$ cat config.mk
export PLATFORM = sky130hd
export DESIGN_NAME = ces_sequencer
export DESIGN_NICKNAME = d
export VERILOG_FILES = /design/src/inc/ces_pkg.sv /design/src/logic/ces_sequencer.sv
export VERILOG_INCLUDE_DIRS = /design/src /design/src/inc
export SDC_FILE = /design/constraint.sdc
export NUM_CORES = 1
export LEC_CHECK = 0
export ABC_AREA = 1
export BUFFER_PORTS_ARGS = -buffer_cell sky130_fd_sc_hd__buf_2
export CORE_UTILIZATION = 28
export CTS_BUF_LIST = sky130_fd_sc_hd__clkbuf_8 sky130_fd_sc_hd__clkbuf_16
export CTS_CLUSTER_DIAMETER = 50
export DETAILED_ROUTE_END_ITERATION = 10
export PLACE_DENSITY = 0.46
export SYNTH_ARGS = -nofsm -noshare
export SYNTH_HDL_FRONTEND = slang
export SYNTH_SLANG_ARGS = --single-unit
$ cat constraint.sdc
create_clock -name mclk_i -period 3.5 [get_ports mclk_i]
set_clock_uncertainty 0.05 [all_clocks]
set_input_delay 0.7 -clock mclk_i [delete_from_list [all_inputs] [get_ports mclk_i]]
set_output_delay 0.7 -clock mclk_i [all_outputs]
set_load 0.05 [all_outputs]
$ cat src/inc/ces_regs.svh
// Purpose: Constants for the core exception sequencer
// Assumes: APB word offsets, 32-bit data
// Notes:   Definitions only
`ifndef CES_REGS_SVH
`define CES_REGS_SVH

// -----------------------------------------------------------------
// Register offsets
// -----------------------------------------------------------------
`define CES_OFF_VTB      12'h000
`define CES_OFF_STAT     12'h004
`define CES_OFF_CTRL     12'h008

// -----------------------------------------------------------------
// Field positions and reset values
// -----------------------------------------------------------------
`define CES_SW_TRACE     15
`define CES_SW_SUPER     13
`define CES_SW_MASTER    12
`define CES_SW_MASK_HI   10
`define CES_SW_MASK_LO   8
`define CES_VTB_LSB      20
`define CES_VTB_RST      32'h0000_0000
`define CES_CTRL_RST     32'h0000_0000
`define CES_INTERRUPT_ACKNOWLEDGE_CYCLE_LVL_LSB 2

// -----------------------------------------------------------------
// Vector numbers
// -----------------------------------------------------------------
`define CES_VEC_ACCESS   8'h02
`define CES_VEC_ADDRESS  8'h03
`define CES_VEC_ILLEGAL  8'h04
`define CES_VEC_PRIV     8'h08
`define CES_VEC_TRACE    8'h09
`define CES_VEC_LINE_A   8'h0a
`define CES_VEC_LINE_F   8'h0b
`define CES_VEC_DEBUG    8'h0c
`define CES_VEC_FORMAT   8'h0e
`define CES_VEC_UNINIT   8'h0f
`define CES_VEC_SPUR     8'h18
`define CES_VEC_TRAP0    8'h20
`define CES_VEC_USER0    8'h40
`define CES_FRAME_BYTES  32'h0000_0008
`define CES_FMT_BASE     2'b01

`endif

$ cat src/inc/ces_pkg.sv
// Purpose: Types for the core exception sequencer
// Assumes: Single core clock
// Notes:   Constants live in ces_regs.svh
`default_nettype none
package ces_pkg;

   // Exception causes from the pipeline
   typedef enum logic [3:0] {
      CES_K_ACCESS  = 4'h0,
      CES_K_ADDRESS = 4'h1,
      CES_K_ILLEGAL = 4'h2,
      CES_K_PRIV    = 4'h3,
      CES_K_TRACE   = 4'h4,
      CES_K_LINE_A  = 4'h5,
      CES_K_LINE_F  = 4'h6,
      CES_K_DEBUG   = 4'h7,
      CES_K_FORMAT  = 4'h8,
      CES_K_TRAP    = 4'h9,
      CES_K_IRQ     = 4'ha
   } ces_kind_e;

   // Sequencer states
   typedef enum logic [2:0] {
      CES_S_IDLE  = 3'b000,
      CES_S_SAVE  = 3'b001,
      CES_S_INTERRUPT_ACKNOWLEDGE_CYCLE  = 3'b010,
      CES_S_PC    = 3'b011,
      CES_S_FV    = 3'b100,
      CES_S_VREAD = 3'b101,
      CES_S_FETCH = 3'b110
   } ces_state_e;

   // Bus address spaces
   typedef enum logic [1:0] {
      CES_SP_DATA  = 2'b00,
      CES_SP_INTERRUPT_ACKNOWLEDGE_CYCLE  = 2'b01,
      CES_SP_FETCH = 2'b10
   } ces_space_e;

   // Exception request from the pipeline
   typedef struct packed {
      ces_kind_e   kind;
      logic [3:0]  trap_num;
      logic [2:0]  irq_level;
      logic [3:0]  fault_status;
      logic [31:0] fault_pc;
      logic [31:0] next_pc;
   } ces_exc_s;

   // System bus request
   typedef struct packed {
      logic        valid;
      logic        write;
      ces_space_e  space;
      logic [31:0] addr;
      logic [31:0] wdata;
   } ces_bus_s;

   // System bus response
   typedef struct packed {
      logic        ack;
      logic        err;
      logic        autovec;
      logic [31:0] rdata;
   } ces_rsp_s;

endpackage
`default_nettype wire

$ cat src/logic/ces_sequencer.sv
// Purpose: Exception processing sequencer with APB register slave
// Assumes: Pipeline, bus and interrupt logic share mclk_i
// Notes:   Frame is two longwords; vector table base is APB mapped
`timescale 1ns/1ps
`default_nettype none
`include "ces_regs.svh"

// Overview of operation
// - First step copies status word, sets supervisor, clears trace.
// - Interrupts also clear master flag and load mask with request level.
// - Fault vectors computed from type; interrupt vectors from acknowledge cycle.
// - Acknowledge cycle uses acknowledge space with level encoded in address.
// - Frame built on shared stack pointer at word aligned top of stack.
// - One fixed frame; stacked PC is faulting or next per type.
// - Handler address read from table base plus four times vector.
// - Processing ends once first handler opcode fetch is acknowledged.
// - Table of 256 longwords; 0-63 architectural, 64-255 user interrupts.
// - Vectors 2,3,4,8,10,11,14 stack the faulting instruction PC.
// - Vectors 9,12,15,24 and 64-255 stack the next instruction PC.
// - Autovectored levels one to seven use vectors 25-31, next PC.
// - Traps 0 to 15 use vectors 32-47, next PC.
// - No interrupt sampling during the first handler instruction.
// - Lower longword: format/vector then status word; upper: saved PC.
// - Format is 4 plus stack pointer low bits; pointer drops 8 to 11.
// - Fault status only for access and address errors, else zero.
// - Fault codes 0100 fetch, 1000 write, 1001 protected, 1100 read.
// - Vector field holds internal number or acknowledge result: value read, autovector or spurious.
// - Table base keeps only upper bits; low 20 bits read zero.
// - Status word: trace 15, supervisor 13, master 12, mask 10:8.
module ces_sequencer
(
   input  wire logic            mclk_i,
   input  wire logic            rst_b_i,
   // Pipeline side
   input  wire logic            exc_valid_i,
   input  wire ces_pkg::ces_exc_s exc_i,
   output logic                 exc_ready_o,
   input  wire logic [15:0]     status_word_i,
   input  wire logic [31:0]     stack_ptr_i,
   output logic [15:0]          status_word_o,
   output logic                 status_load_o,
   output logic [31:0]          stack_ptr_o,
   output logic                 stack_load_o,
   output logic [31:0]          handler_pc_o,
   output logic                 done_o,
   input  wire logic            insn_done_i,
   output logic                 irq_inhibit_o,
   // System bus side
   output ces_pkg::ces_bus_s    bus_o,
   input  wire ces_pkg::ces_rsp_s bus_i,
   // APB slave
   input  wire logic            psel_i,
   input  wire logic            penable_i,
   input  wire logic            pwrite_i,
   input  wire logic [11:0]     paddr_i,
   input  wire logic [31:0]     pwdata_i,
   output logic [31:0]          prdata_o,
   output logic                 pready_o,
   output logic                 pslverr_o
);
   import ces_pkg::*;

   // -----------------------------------------------------------------
   // Vector and PC selection functions
   // -----------------------------------------------------------------
   // Internal vector number for a non-interrupt cause
   function automatic logic [7:0] fault_vector(input ces_kind_e k, input logic [3:0] tn);
      logic [7:0] v;
      v = `CES_VEC_ILLEGAL;
      unique case (k)
         CES_K_ACCESS:  v = `CES_VEC_ACCESS;
         CES_K_ADDRESS: v = `CES_VEC_ADDRESS;
         CES_K_ILLEGAL: v = `CES_VEC_ILLEGAL;
         CES_K_PRIV:    v = `CES_VEC_PRIV;
         CES_K_TRACE:   v = `CES_VEC_TRACE;
         CES_K_LINE_A:  v = `CES_VEC_LINE_A;
         CES_K_LINE_F:  v = `CES_VEC_LINE_F;
         CES_K_DEBUG:   v = `CES_VEC_DEBUG;
         CES_K_FORMAT:  v = `CES_VEC_FORMAT;
         CES_K_TRAP:    v = `CES_VEC_TRAP0 | {4'h0, tn};
         default:       v = `CES_VEC_UNINIT;
      endcase
      return v;
   endfunction

   // True when the vector stacks the faulting instruction PC
   function automatic logic stacks_fault_pc(input logic [7:0] v);
      return (v == `CES_VEC_ACCESS) || (v == `CES_VEC_ADDRESS) ||
             (v == `CES_VEC_ILLEGAL) || (v == `CES_VEC_PRIV) ||
             (v == `CES_VEC_LINE_A) || (v == `CES_VEC_LINE_F) ||
             (v == `CES_VEC_FORMAT);
   endfunction

   // -----------------------------------------------------------------
   // State and captured context
   // -----------------------------------------------------------------
   ces_state_e  state;
   ces_state_e  next_state;
   ces_exc_s    cur;
   logic [15:0] saved_sw;
   logic [31:0] orig_sp;
   logic [7:0]  vector;
   logic [31:0] vtb;
   logic [31:0] ctrl;
   logic [31:0] handler_pc;
   logic        inhibit;

   // Decoded helpers
   wire logic        is_irq     = (cur.kind == CES_K_IRQ);
   wire logic        is_start   = (state == CES_S_IDLE) && exc_valid_i;
   wire logic        bus_done   = bus_o.valid && bus_i.ack;
   wire logic [3:0]  format_val = {`CES_FMT_BASE, orig_sp[1:0]};
   wire logic [31:0] frame_sp   = {orig_sp[31:2], 2'b00} - `CES_FRAME_BYTES;
   wire logic        fs_valid   = (cur.kind == CES_K_ACCESS) ||
                                  (cur.kind == CES_K_ADDRESS);
   wire logic [3:0]  fs_field   = fs_valid ? cur.fault_status : 4'h0;
   wire logic [15:0] fv_word    = {format_val, fs_field[3:2], vector,
                                   fs_field[1:0]};
   wire logic [31:0] stacked_pc = stacks_fault_pc(vector) ?
                                  cur.fault_pc : cur.next_pc;
   wire logic [31:0] vtb_eff    = {vtb[31:`CES_VTB_LSB], 20'h00000};
   wire logic [31:0] vec_addr   = vtb_eff | {22'h000000, vector, 2'b00};
   wire logic [31:0] interrupt_acknowledge_cycle_addr  = {27'h0000000, cur.irq_level, 2'b00};

   // Vector chosen from an acknowledge answer
   wire logic [7:0]  interrupt_acknowledge_cycle_vector = bus_i.err ? `CES_VEC_SPUR :
                                   bus_i.autovec ?
                                   (`CES_VEC_SPUR + {5'h00, cur.irq_level}) :
                                   bus_i.rdata[7:0];

   // New status word after entry
   logic [15:0] next_sw;
   always_comb
   begin
      next_sw = saved_sw;
      next_sw[`CES_SW_SUPER] = 1'b1;
      next_sw[`CES_SW_TRACE] = 1'b0;
      if (is_irq)
      begin
         next_sw[`CES_SW_MASTER] = 1'b0;
         next_sw[`CES_SW_MASK_HI:`CES_SW_MASK_LO] = cur.irq_level;
      end
   end

   // -----------------------------------------------------------------
   // Sequencer next state
   // -----------------------------------------------------------------
   always_comb
   begin
      next_state = state;
      unique case (state)
         CES_S_IDLE:  if (exc_valid_i) next_state = CES_S_SAVE;
         CES_S_SAVE:  next_state = is_irq ? CES_S_INTERRUPT_ACKNOWLEDGE_CYCLE : CES_S_PC;
         CES_S_INTERRUPT_ACKNOWLEDGE_CYCLE:  if (bus_done) next_state = CES_S_PC;
         CES_S_PC:    if (bus_done) next_state = CES_S_FV;
         CES_S_FV:    if (bus_done) next_state = CES_S_VREAD;
         CES_S_VREAD: if (bus_done) next_state = CES_S_FETCH;
         CES_S_FETCH: if (bus_done) next_state = CES_S_IDLE;
         default:     next_state = CES_S_IDLE;
      endcase
   end

   // State register
   always_ff @(posedge mclk_i or negedge rst_b_i)
   begin
      if (!rst_b_i)
         state <= CES_S_IDLE;
      else
         state <= next_state;
   end

   // Capture of request, status word and stack pointer at entry
   always_ff @(posedge mclk_i or negedge rst_b_i)
   begin
      if (!rst_b_i)
      begin
         cur      <= '0;
         saved_sw <= 16'h0000;
         orig_sp  <= 32'h0000_0000;
      end
      else if (is_start)
      begin
         cur      <= exc_i;
         saved_sw <= status_word_i;
         orig_sp  <= stack_ptr_i;
      end
   end

   // Vector number: internal or from acknowledge cycle
   always_ff @(posedge mclk_i or negedge rst_b_i)
   begin
      if (!rst_b_i)
         vector <= 8'h00;
      else if (state == CES_S_SAVE && !is_irq)
         vector <= fault_vector(cur.kind, cur.trap_num);
      else if (state == CES_S_INTERRUPT_ACKNOWLEDGE_CYCLE && bus_done)
         vector <= interrupt_acknowledge_cycle_vector;
   end

   // Handler address from vector read
   always_ff @(posedge mclk_i or negedge rst_b_i)
   begin
      if (!rst_b_i)
         handler_pc <= 32'h0000_0000;
      else if (state == CES_S_VREAD && bus_done)
         handler_pc <= bus_i.rdata;
   end

   // Interrupt sampling inhibit through first handler instruction
   always_ff @(posedge mclk_i or negedge rst_b_i)
   begin
      if (!rst_b_i)
         inhibit <= 1'b0;
      else if (state == CES_S_FETCH && bus_done)
         inhibit <= 1'b1;
      else if (insn_done_i)
         inhibit <= 1'b0;
   end

   // -----------------------------------------------------------------
   // Pipeline and bus outputs
   // -----------------------------------------------------------------
   assign exc_ready_o   = (state == CES_S_IDLE);
   assign status_word_o = next_sw;
   assign status_load_o = (state == CES_S_SAVE);
   assign stack_ptr_o   = frame_sp;
   assign stack_load_o  = (state == CES_S_SAVE);
   assign handler_pc_o  = handler_pc;
   assign done_o        = (state == CES_S_FETCH) && bus_done;
   assign irq_inhibit_o = inhibit || (state != CES_S_IDLE);

   // Bus request per state
   always_comb
   begin
      bus_o = '0;
      unique case (state)
         CES_S_INTERRUPT_ACKNOWLEDGE_CYCLE:
         begin
            bus_o.valid = 1'b1;
            bus_o.space = CES_SP_INTERRUPT_ACKNOWLEDGE_CYCLE;
            bus_o.addr  = interrupt_acknowledge_cycle_addr;
         end
         CES_S_PC:
         begin
            bus_o.valid = 1'b1;
            bus_o.write = 1'b1;
            bus_o.addr  = frame_sp + 32'h0000_0004;
            bus_o.wdata = stacked_pc;
         end
         CES_S_FV:
         begin
            bus_o.valid = 1'b1;
            bus_o.write = 1'b1;
            bus_o.addr  = frame_sp;
            bus_o.wdata = {fv_word, saved_sw};
         end
         CES_S_VREAD:
         begin
            bus_o.valid = 1'b1;
            bus_o.addr  = vec_addr;
         end
         CES_S_FETCH:
         begin
            bus_o.valid = 1'b1;
            bus_o.space = CES_SP_FETCH;
            bus_o.addr  = handler_pc;
         end
         default: bus_o = '0;
      endcase
   end

   // -----------------------------------------------------------------
   // APB register slave
   // -----------------------------------------------------------------
   wire logic apb_acc = psel_i && penable_i;
   wire logic hit_vtb = (paddr_i == `CES_OFF_VTB);
   wire logic hit_st  = (paddr_i == `CES_OFF_STAT);
   wire logic hit_ctl = (paddr_i == `CES_OFF_CTRL);
   wire logic hit_any = hit_vtb || hit_st || hit_ctl;
   wire logic [31:0] stat_word = {16'h0000, vector, 3'b000, inhibit,
                                  1'b0, state};

   assign pready_o  = 1'b1;
   assign pslverr_o = apb_acc && !hit_any;
   assign prdata_o  = hit_vtb ? vtb_eff :
                      hit_st  ? stat_word :
                      hit_ctl ? ctrl : 32'h0000_0000;

   // Writable registers
   always_ff @(posedge mclk_i or negedge rst_b_i)
   begin
      if (!rst_b_i)
      begin
         vtb  <= `CES_VTB_RST;
         ctrl <= `CES_CTRL_RST;
      end
      else if (apb_acc && pwrite_i)
      begin
         if (hit_vtb)
            vtb <= {pwdata_i[31:`CES_VTB_LSB], 20'h00000};
         if (hit_ctl)
            ctrl <= pwdata_i;
      end
   end
endmodule
`default_nettype wire

* Word level (Yosys, flattened, before mapping) *
Cells that the tools add are included.

cells by class
  mux-type cells = 27
  bitwise operators = 1
  equality and inequality tests = 31
  add/subtract/negate cells = 3
  reductions and logical operators = 32

operators with widths
  kind                                                   count
  one-hot mux 32 bit (5 select lines)                    1
  2-to-1 mux 32 bit                                      4
  one-hot mux 32 bit (2 select lines)                    1
  one-hot mux 6 bit (10 select lines)                    1
  adder 32 x 3 -> 32 bit (second input constant)         1
  equality test 8 x 4 -> 1 bit (second input constant)   4
  2-to-1 mux 8 bit                                       4
  bitwise OR 32 x 10 -> 32 bit                           1
  subtractor 32 x 4 -> 32 bit (second input constant)    1
  2-to-1 mux 3 bit                                       7
  one-hot mux 3 bit (7 select lines)                     1
  equality test 4 x 3 -> 1 bit (second input constant)   4
  equality test 8 x 2 -> 1 bit (second input constant)   2
  equality test 12 x 3 -> 1 bit (second input constant)  1
  equality test 12 x 4 -> 1 bit (second input constant)  1
  equality test 4 bit (second input constant)            3
  zero test 12 bit                                       1
  != test 2 bit (second input constant)                  6
  logical OR 1 bit                                       10
  equality test 3 bit (second input constant)            3
  logical AND 1 bit                                      9
  equality test 4 x 2 -> 1 bit (second input constant)   2
  equality test 8 x 3 -> 1 bit (second input constant)   1
  adder 5 x 3 -> 6 bit (first input constant)            1
  other kinds (15)                                       24

storage, ports and cells
  bits in registers = 215
  output and inout port bits = 187

* Longest topological paths before layout *
  word-level depth = 9
  mapped depth = 17

* Worst setup path before layout *
OpenSTA, ideal clock, no wires.

  path kind = reg-to-output
  start point = register orig_sp[3]
  end point = output bus_o[63] (netlist bit)
  buffers on the path = 1
  slack = -0.438 ns
  required time = 2.750 ns
  data arrival time = 3.188 ns
  stages on the path, launching flop included = 13
  path through = dfrtp_1 inv_1 ha_1 buf_2 nand2_4 inv_1 nand2_1 nor4_1 xor2_1 inv_1 nand2_1 nand3_1 nand2_1

RTL lines
  item                    line                  RTL
  start, declared         ces_sequencer.sv:101  logic [31:0] orig_sp;
  start signal, assigned  ces_sequencer.sv:185  orig_sp <= stack_ptr_i;
  end, declared           ces_sequencer.sv:49   output ces_pkg::ces_bus_s bus_o,

==> results.md <==
* Net Switching at 0.00928 W
* Clock Sinks at 215
* Sw Ratio at 0.518
* EDFF count, synth at 0
* Fmax at 275 MHz
* Number of DRC markers in iteration 0 at 642
* Crit path depth at 17
* Post-synthesis register bit count at 215
* Async set-reset flop share out of synthesis at 1.00
* Slew Viols, Final at 0
* Post-route ant nets at 0
* RSZ-0062 raised after global routing: true
* Ys flop type: dfrtp_1
* Later-pin clock latency in the skew report at 0.54 ns
* Clk buf depth at 3
* Vias in the first global route at 11,796
* Util after Layout at 0.407
* Layout Nets at 2,115
* Post-synthesis sequential area ratio at 0.443
* Share of layout cells above drive strength 1 at 0.446
* Pint at 0.00863 W
* CP max stage cell: dfrtp_1
* Fin crit share at 1.04
* Die span in y at 210 um
* Critical path, cell by cell: buf_4 -> nor2_4 -> nand2_4 -> nor2_4 -> nand2_1 -> nand2_1 -> nand2_2 -> clkinvlp_4 -> nand2_2 -> nor2_2 -> nand2_2 -> nor2_4 -> nand2_1 -> nand2_1 -> nand3_2 -> nand2_2 -> buf_8
* Dpl cells at 2,400
* Core area at 42,300 sq um
* Setup slack after layout at -0.136 ns
* Reg2reg end: handler_pc_o[18]$_DFFE_PN0P_
* Status: finished with violations
* Post-synth top area cell: dfrtp_1
* Die ar. at 44,200 sq um
* Failing checks: negative setup slack
* Filler-free cell count of the finished design at 2,507
* Clock power frac at 0.192
* Worst rel slew slack at 0.501
* Sequential Power Share at 0.242
* Ports at 400
* GRT Resource Usage Total at 0.216
* Die width at 210 um
* Largest net degree at the start of global routing at 77
* Final hold violation count at 0
* Worst Path Max Fanout at 5
* H-tree levels at 2
* Largest cells by area after synthesis: dfrtp_1 (44%), mux2_2 (13%), nand2_1 (8.6%), o21ai_0 (5.9%), nor2_1 (5.5%)
* HP Class: input port to async pin
* Drt first pass iters at 5
* CP Launch Point: orig_sp[8]$_DFFE_PN0P_
* Post-synthesis cell type count at 48
* Critical Path AT at 2.89 ns
* Total CTS buffers at 37
* Leak Pwr at 8.21 nW
* Critical path buffers and inverters at 3
* First-pass GRT wire length at 71,300 um
* Maximum vdd drop at 0.582 mV
* Vias at 11,860
* Synth top area share at 0.443
* Clock slew at reported path FFs at 0.05 ns
* Hold Buf Count CTS at 0
* Largest delay contributor family on the critical path: simple AND/OR/NAND/NOR gates
* Crit path capture: bus_o[62]
* Syn Area/Cell at 8.33 sq um
* CTS tree: built
* Place WS at 0.135 ns
* Port buffer count at 394
* Std-Cell Rows at 75
* Initial antenna violation count at 16
* Mapped Cells at 1,458
* Worst path required time at 2.75 ns
* Mapped Area at 12,100 sq um
* Clk root buf: clkbuf_16
* GRT overflow at 0
* # DRC at 0
* Detail Placement HPWL at 37,300 um
* Reg2Reg Depth at 8
* Post-DR vias/cell at 4.73
* Total power density per cell area at 1040 nW/um^2
* Element type at the critical path end: primary output
* Gpl congestion at 0.901
* Slew @ Worst Pin at 0.748 ns
* Worst Path Class, Setup: flip-flop to primary output
* FF-to-FF setup slack at 1.06 ns
* Minimum clock period at 3.64 ns
* CP Launch Type: flip-flop
* Max-Cap Viols at 0
* Reg2reg start: state[0]$_DFFE_PN0P_
* Area Growth Syn to Fin at 42.0%
* YS warnings at 0
* WL final at 48,500 um
* Combinational fraction of design power at 0.566
* WL per Instance at 19.3 um
* Initial Util at 0.287
* Total power at 0.0179 W
* Fin Hold WS at 0.0982 ns
* Setup Viol. Count Final at 16
* CP peak stage delay at 0.41 ns
metal layers:
layer  global-route usage  vias up  part of all wire
met4               0.0657       18             0.025
met2                0.375      370              0.50
met3               0.0642       85             0.075
li1                     -     5714                 -
met1                0.255     5673              0.40
met5                    0        -            0.0021
cell type report:
| class | count | area, sq um |
|---|---|---|
| Timing Repair Buffer | 471 | 2860 |
| Clock buffer | 42 | 995 |
| Tap cell | 577 | 722 |
| Multi-Input combinational cell | 1023 | 6490 |
| Fill cell | 4337 | 25100 |
| Inverter | 151 | 596 |
| Sequential cell | 215 | 5390 |
| Clock inverter | 21 | 169 |
| Antenna cell | 7 | 17.5 |
registers in the layout, indices dropped and copies added, names as in the netlist:
name,cells
cur,79
state,3
ctrl,32
orig_sp,32
handler_pc_o,32
inhibit,1
vector,8
vtb,12
saved_sw,16
cells in the final DEF (no fill, tap or decap), types with 11 or more instances in the layout:
cell type,n
nand3_1,72
mux2_2,140
clkbuf_16,37
dfrtp_1,210
nand2_1,235
nand3_2,14
nor2_1,147
buf_4,72
nand4_1,12
inv_2,12
o211ai_1,11
buf_6,14
o21ai_1,11
o21ai_0,132
inv_1,131
nand2_4,25
clkinvlp_4,12
a21oi_1,52
buf_2,367
buf_12,11
nor2_2,21
o22ai_1,13
nor2_4,37
nand2_2,39
per-stage QoR:
| step | cell area [sq um] | TNS [ns] |
|---|---|---|
| 2_1_floorplan | 12200 | -0.0251 |
| 3_3_place_gp | 15000 | 0 |
| 3_5_place_dp | 15000 | 0 |
| 4_1_cts | 16700 | -1.49 |
| 5_1_grt | 17200 | -4.22 |
| 6_report | 17200 | -0.809 |
worst min path at each step:
stage                          from                            to  cells after the start  slack [ns]
6_report                    rst_b_i  handler_pc_o[13]$_DFFE_PN0P_                      1         0.1
5_1_grt                     rst_b_i  handler_pc_o[13]$_DFFE_PN0P_                      1        0.12
4_1_cts                     rst_b_i  handler_pc_o[13]$_DFFE_PN0P_                      1         0.1
3_5_place_dp    vtb[24]$_DFFE_PN0P_           vtb[24]$_DFFE_PN0P_                      2        0.42
3_3_place_gp   ctrl[28]$_DFFE_PN0P_          ctrl[28]$_DFFE_PN0P_                      2        0.42
2_1_floorplan               rst_b_i           ctrl[0]$_DFFE_PN0P_                      0        0.35
Yosys cell counts (2+ instances only):
cell type and n:
a21oi_1 54, nor3_1 2, nand4_1 12, clkinv_1 2
o221ai_1 8, buf_2 12, nand3_2 4, o2111ai_1 7
dfrtp_1 215, o211ai_1 11, inv_1 139, a221oi_1 2
nand2_2 18, o31ai_1 2, ha_1 3, conb_1 2
o311ai_0 2, inv_2 9, xor2_1 3, nor2_1 178
nor2_2 14, nand2_1 277, nand3_1 88, nand2_4 6
nor4_1 2, o21ai_1 3, o21bai_1 2, nor2_4 12
clkbuf_1 33, buf_4 18, o22ai_1 13, o21ai_0 142
mux2_2 140, buf_1 9
worst reg2reg max path: cells and delay by family (launching register included):
kind	cells	cell delay (ns)
buffers and inverters	4	0.84
muxes	1	0.28
DFF	1	0.45
and+or+nand+nor	3	0.70
cell families (layout without fill, tap and decap cells):
| group | count (synthesis) | after routing | synth area share |
|---|---|---|---|
| buffers and inverters | 224 | 685 | 0.0771 |
| adder cells (fa/ha/maj) | 3 | 3 | 0.00309 |
| XOR/XNOR | 4 | 4 | 0.00351 |
| AND/OR/NAND/NOR | 620 | 621 | 0.228 |
| flip-flops | 215 | 215 | 0.443 |
| other | 2 | 12 | 0.000619 |
| AO/OA/AOI/OAI | 250 | 250 | 0.114 |
| multiplexers | 140 | 140 | 0.130 |
power groups by stage:
stage	Sequential, W	Combinational (W)	Clock [W]
floorplan	0.00467	0.00603	0
global placement	0.00431	0.00923	0
detailed placement	0.00434	0.00927	0
CTS	0.00432	0.00976	0.00355
global route	0.00446	0.0108	0.00363
finish	0.00433	0.0101	0.00343
timing repair:
item                                    CTS  global route
gates cloned                              1             0
gates resized for setup                 120            99
pin swaps                                30            57
endpoints found under the setup margin   28            40
setup buffers                            12            24
(Power assumes the default switching activity.)
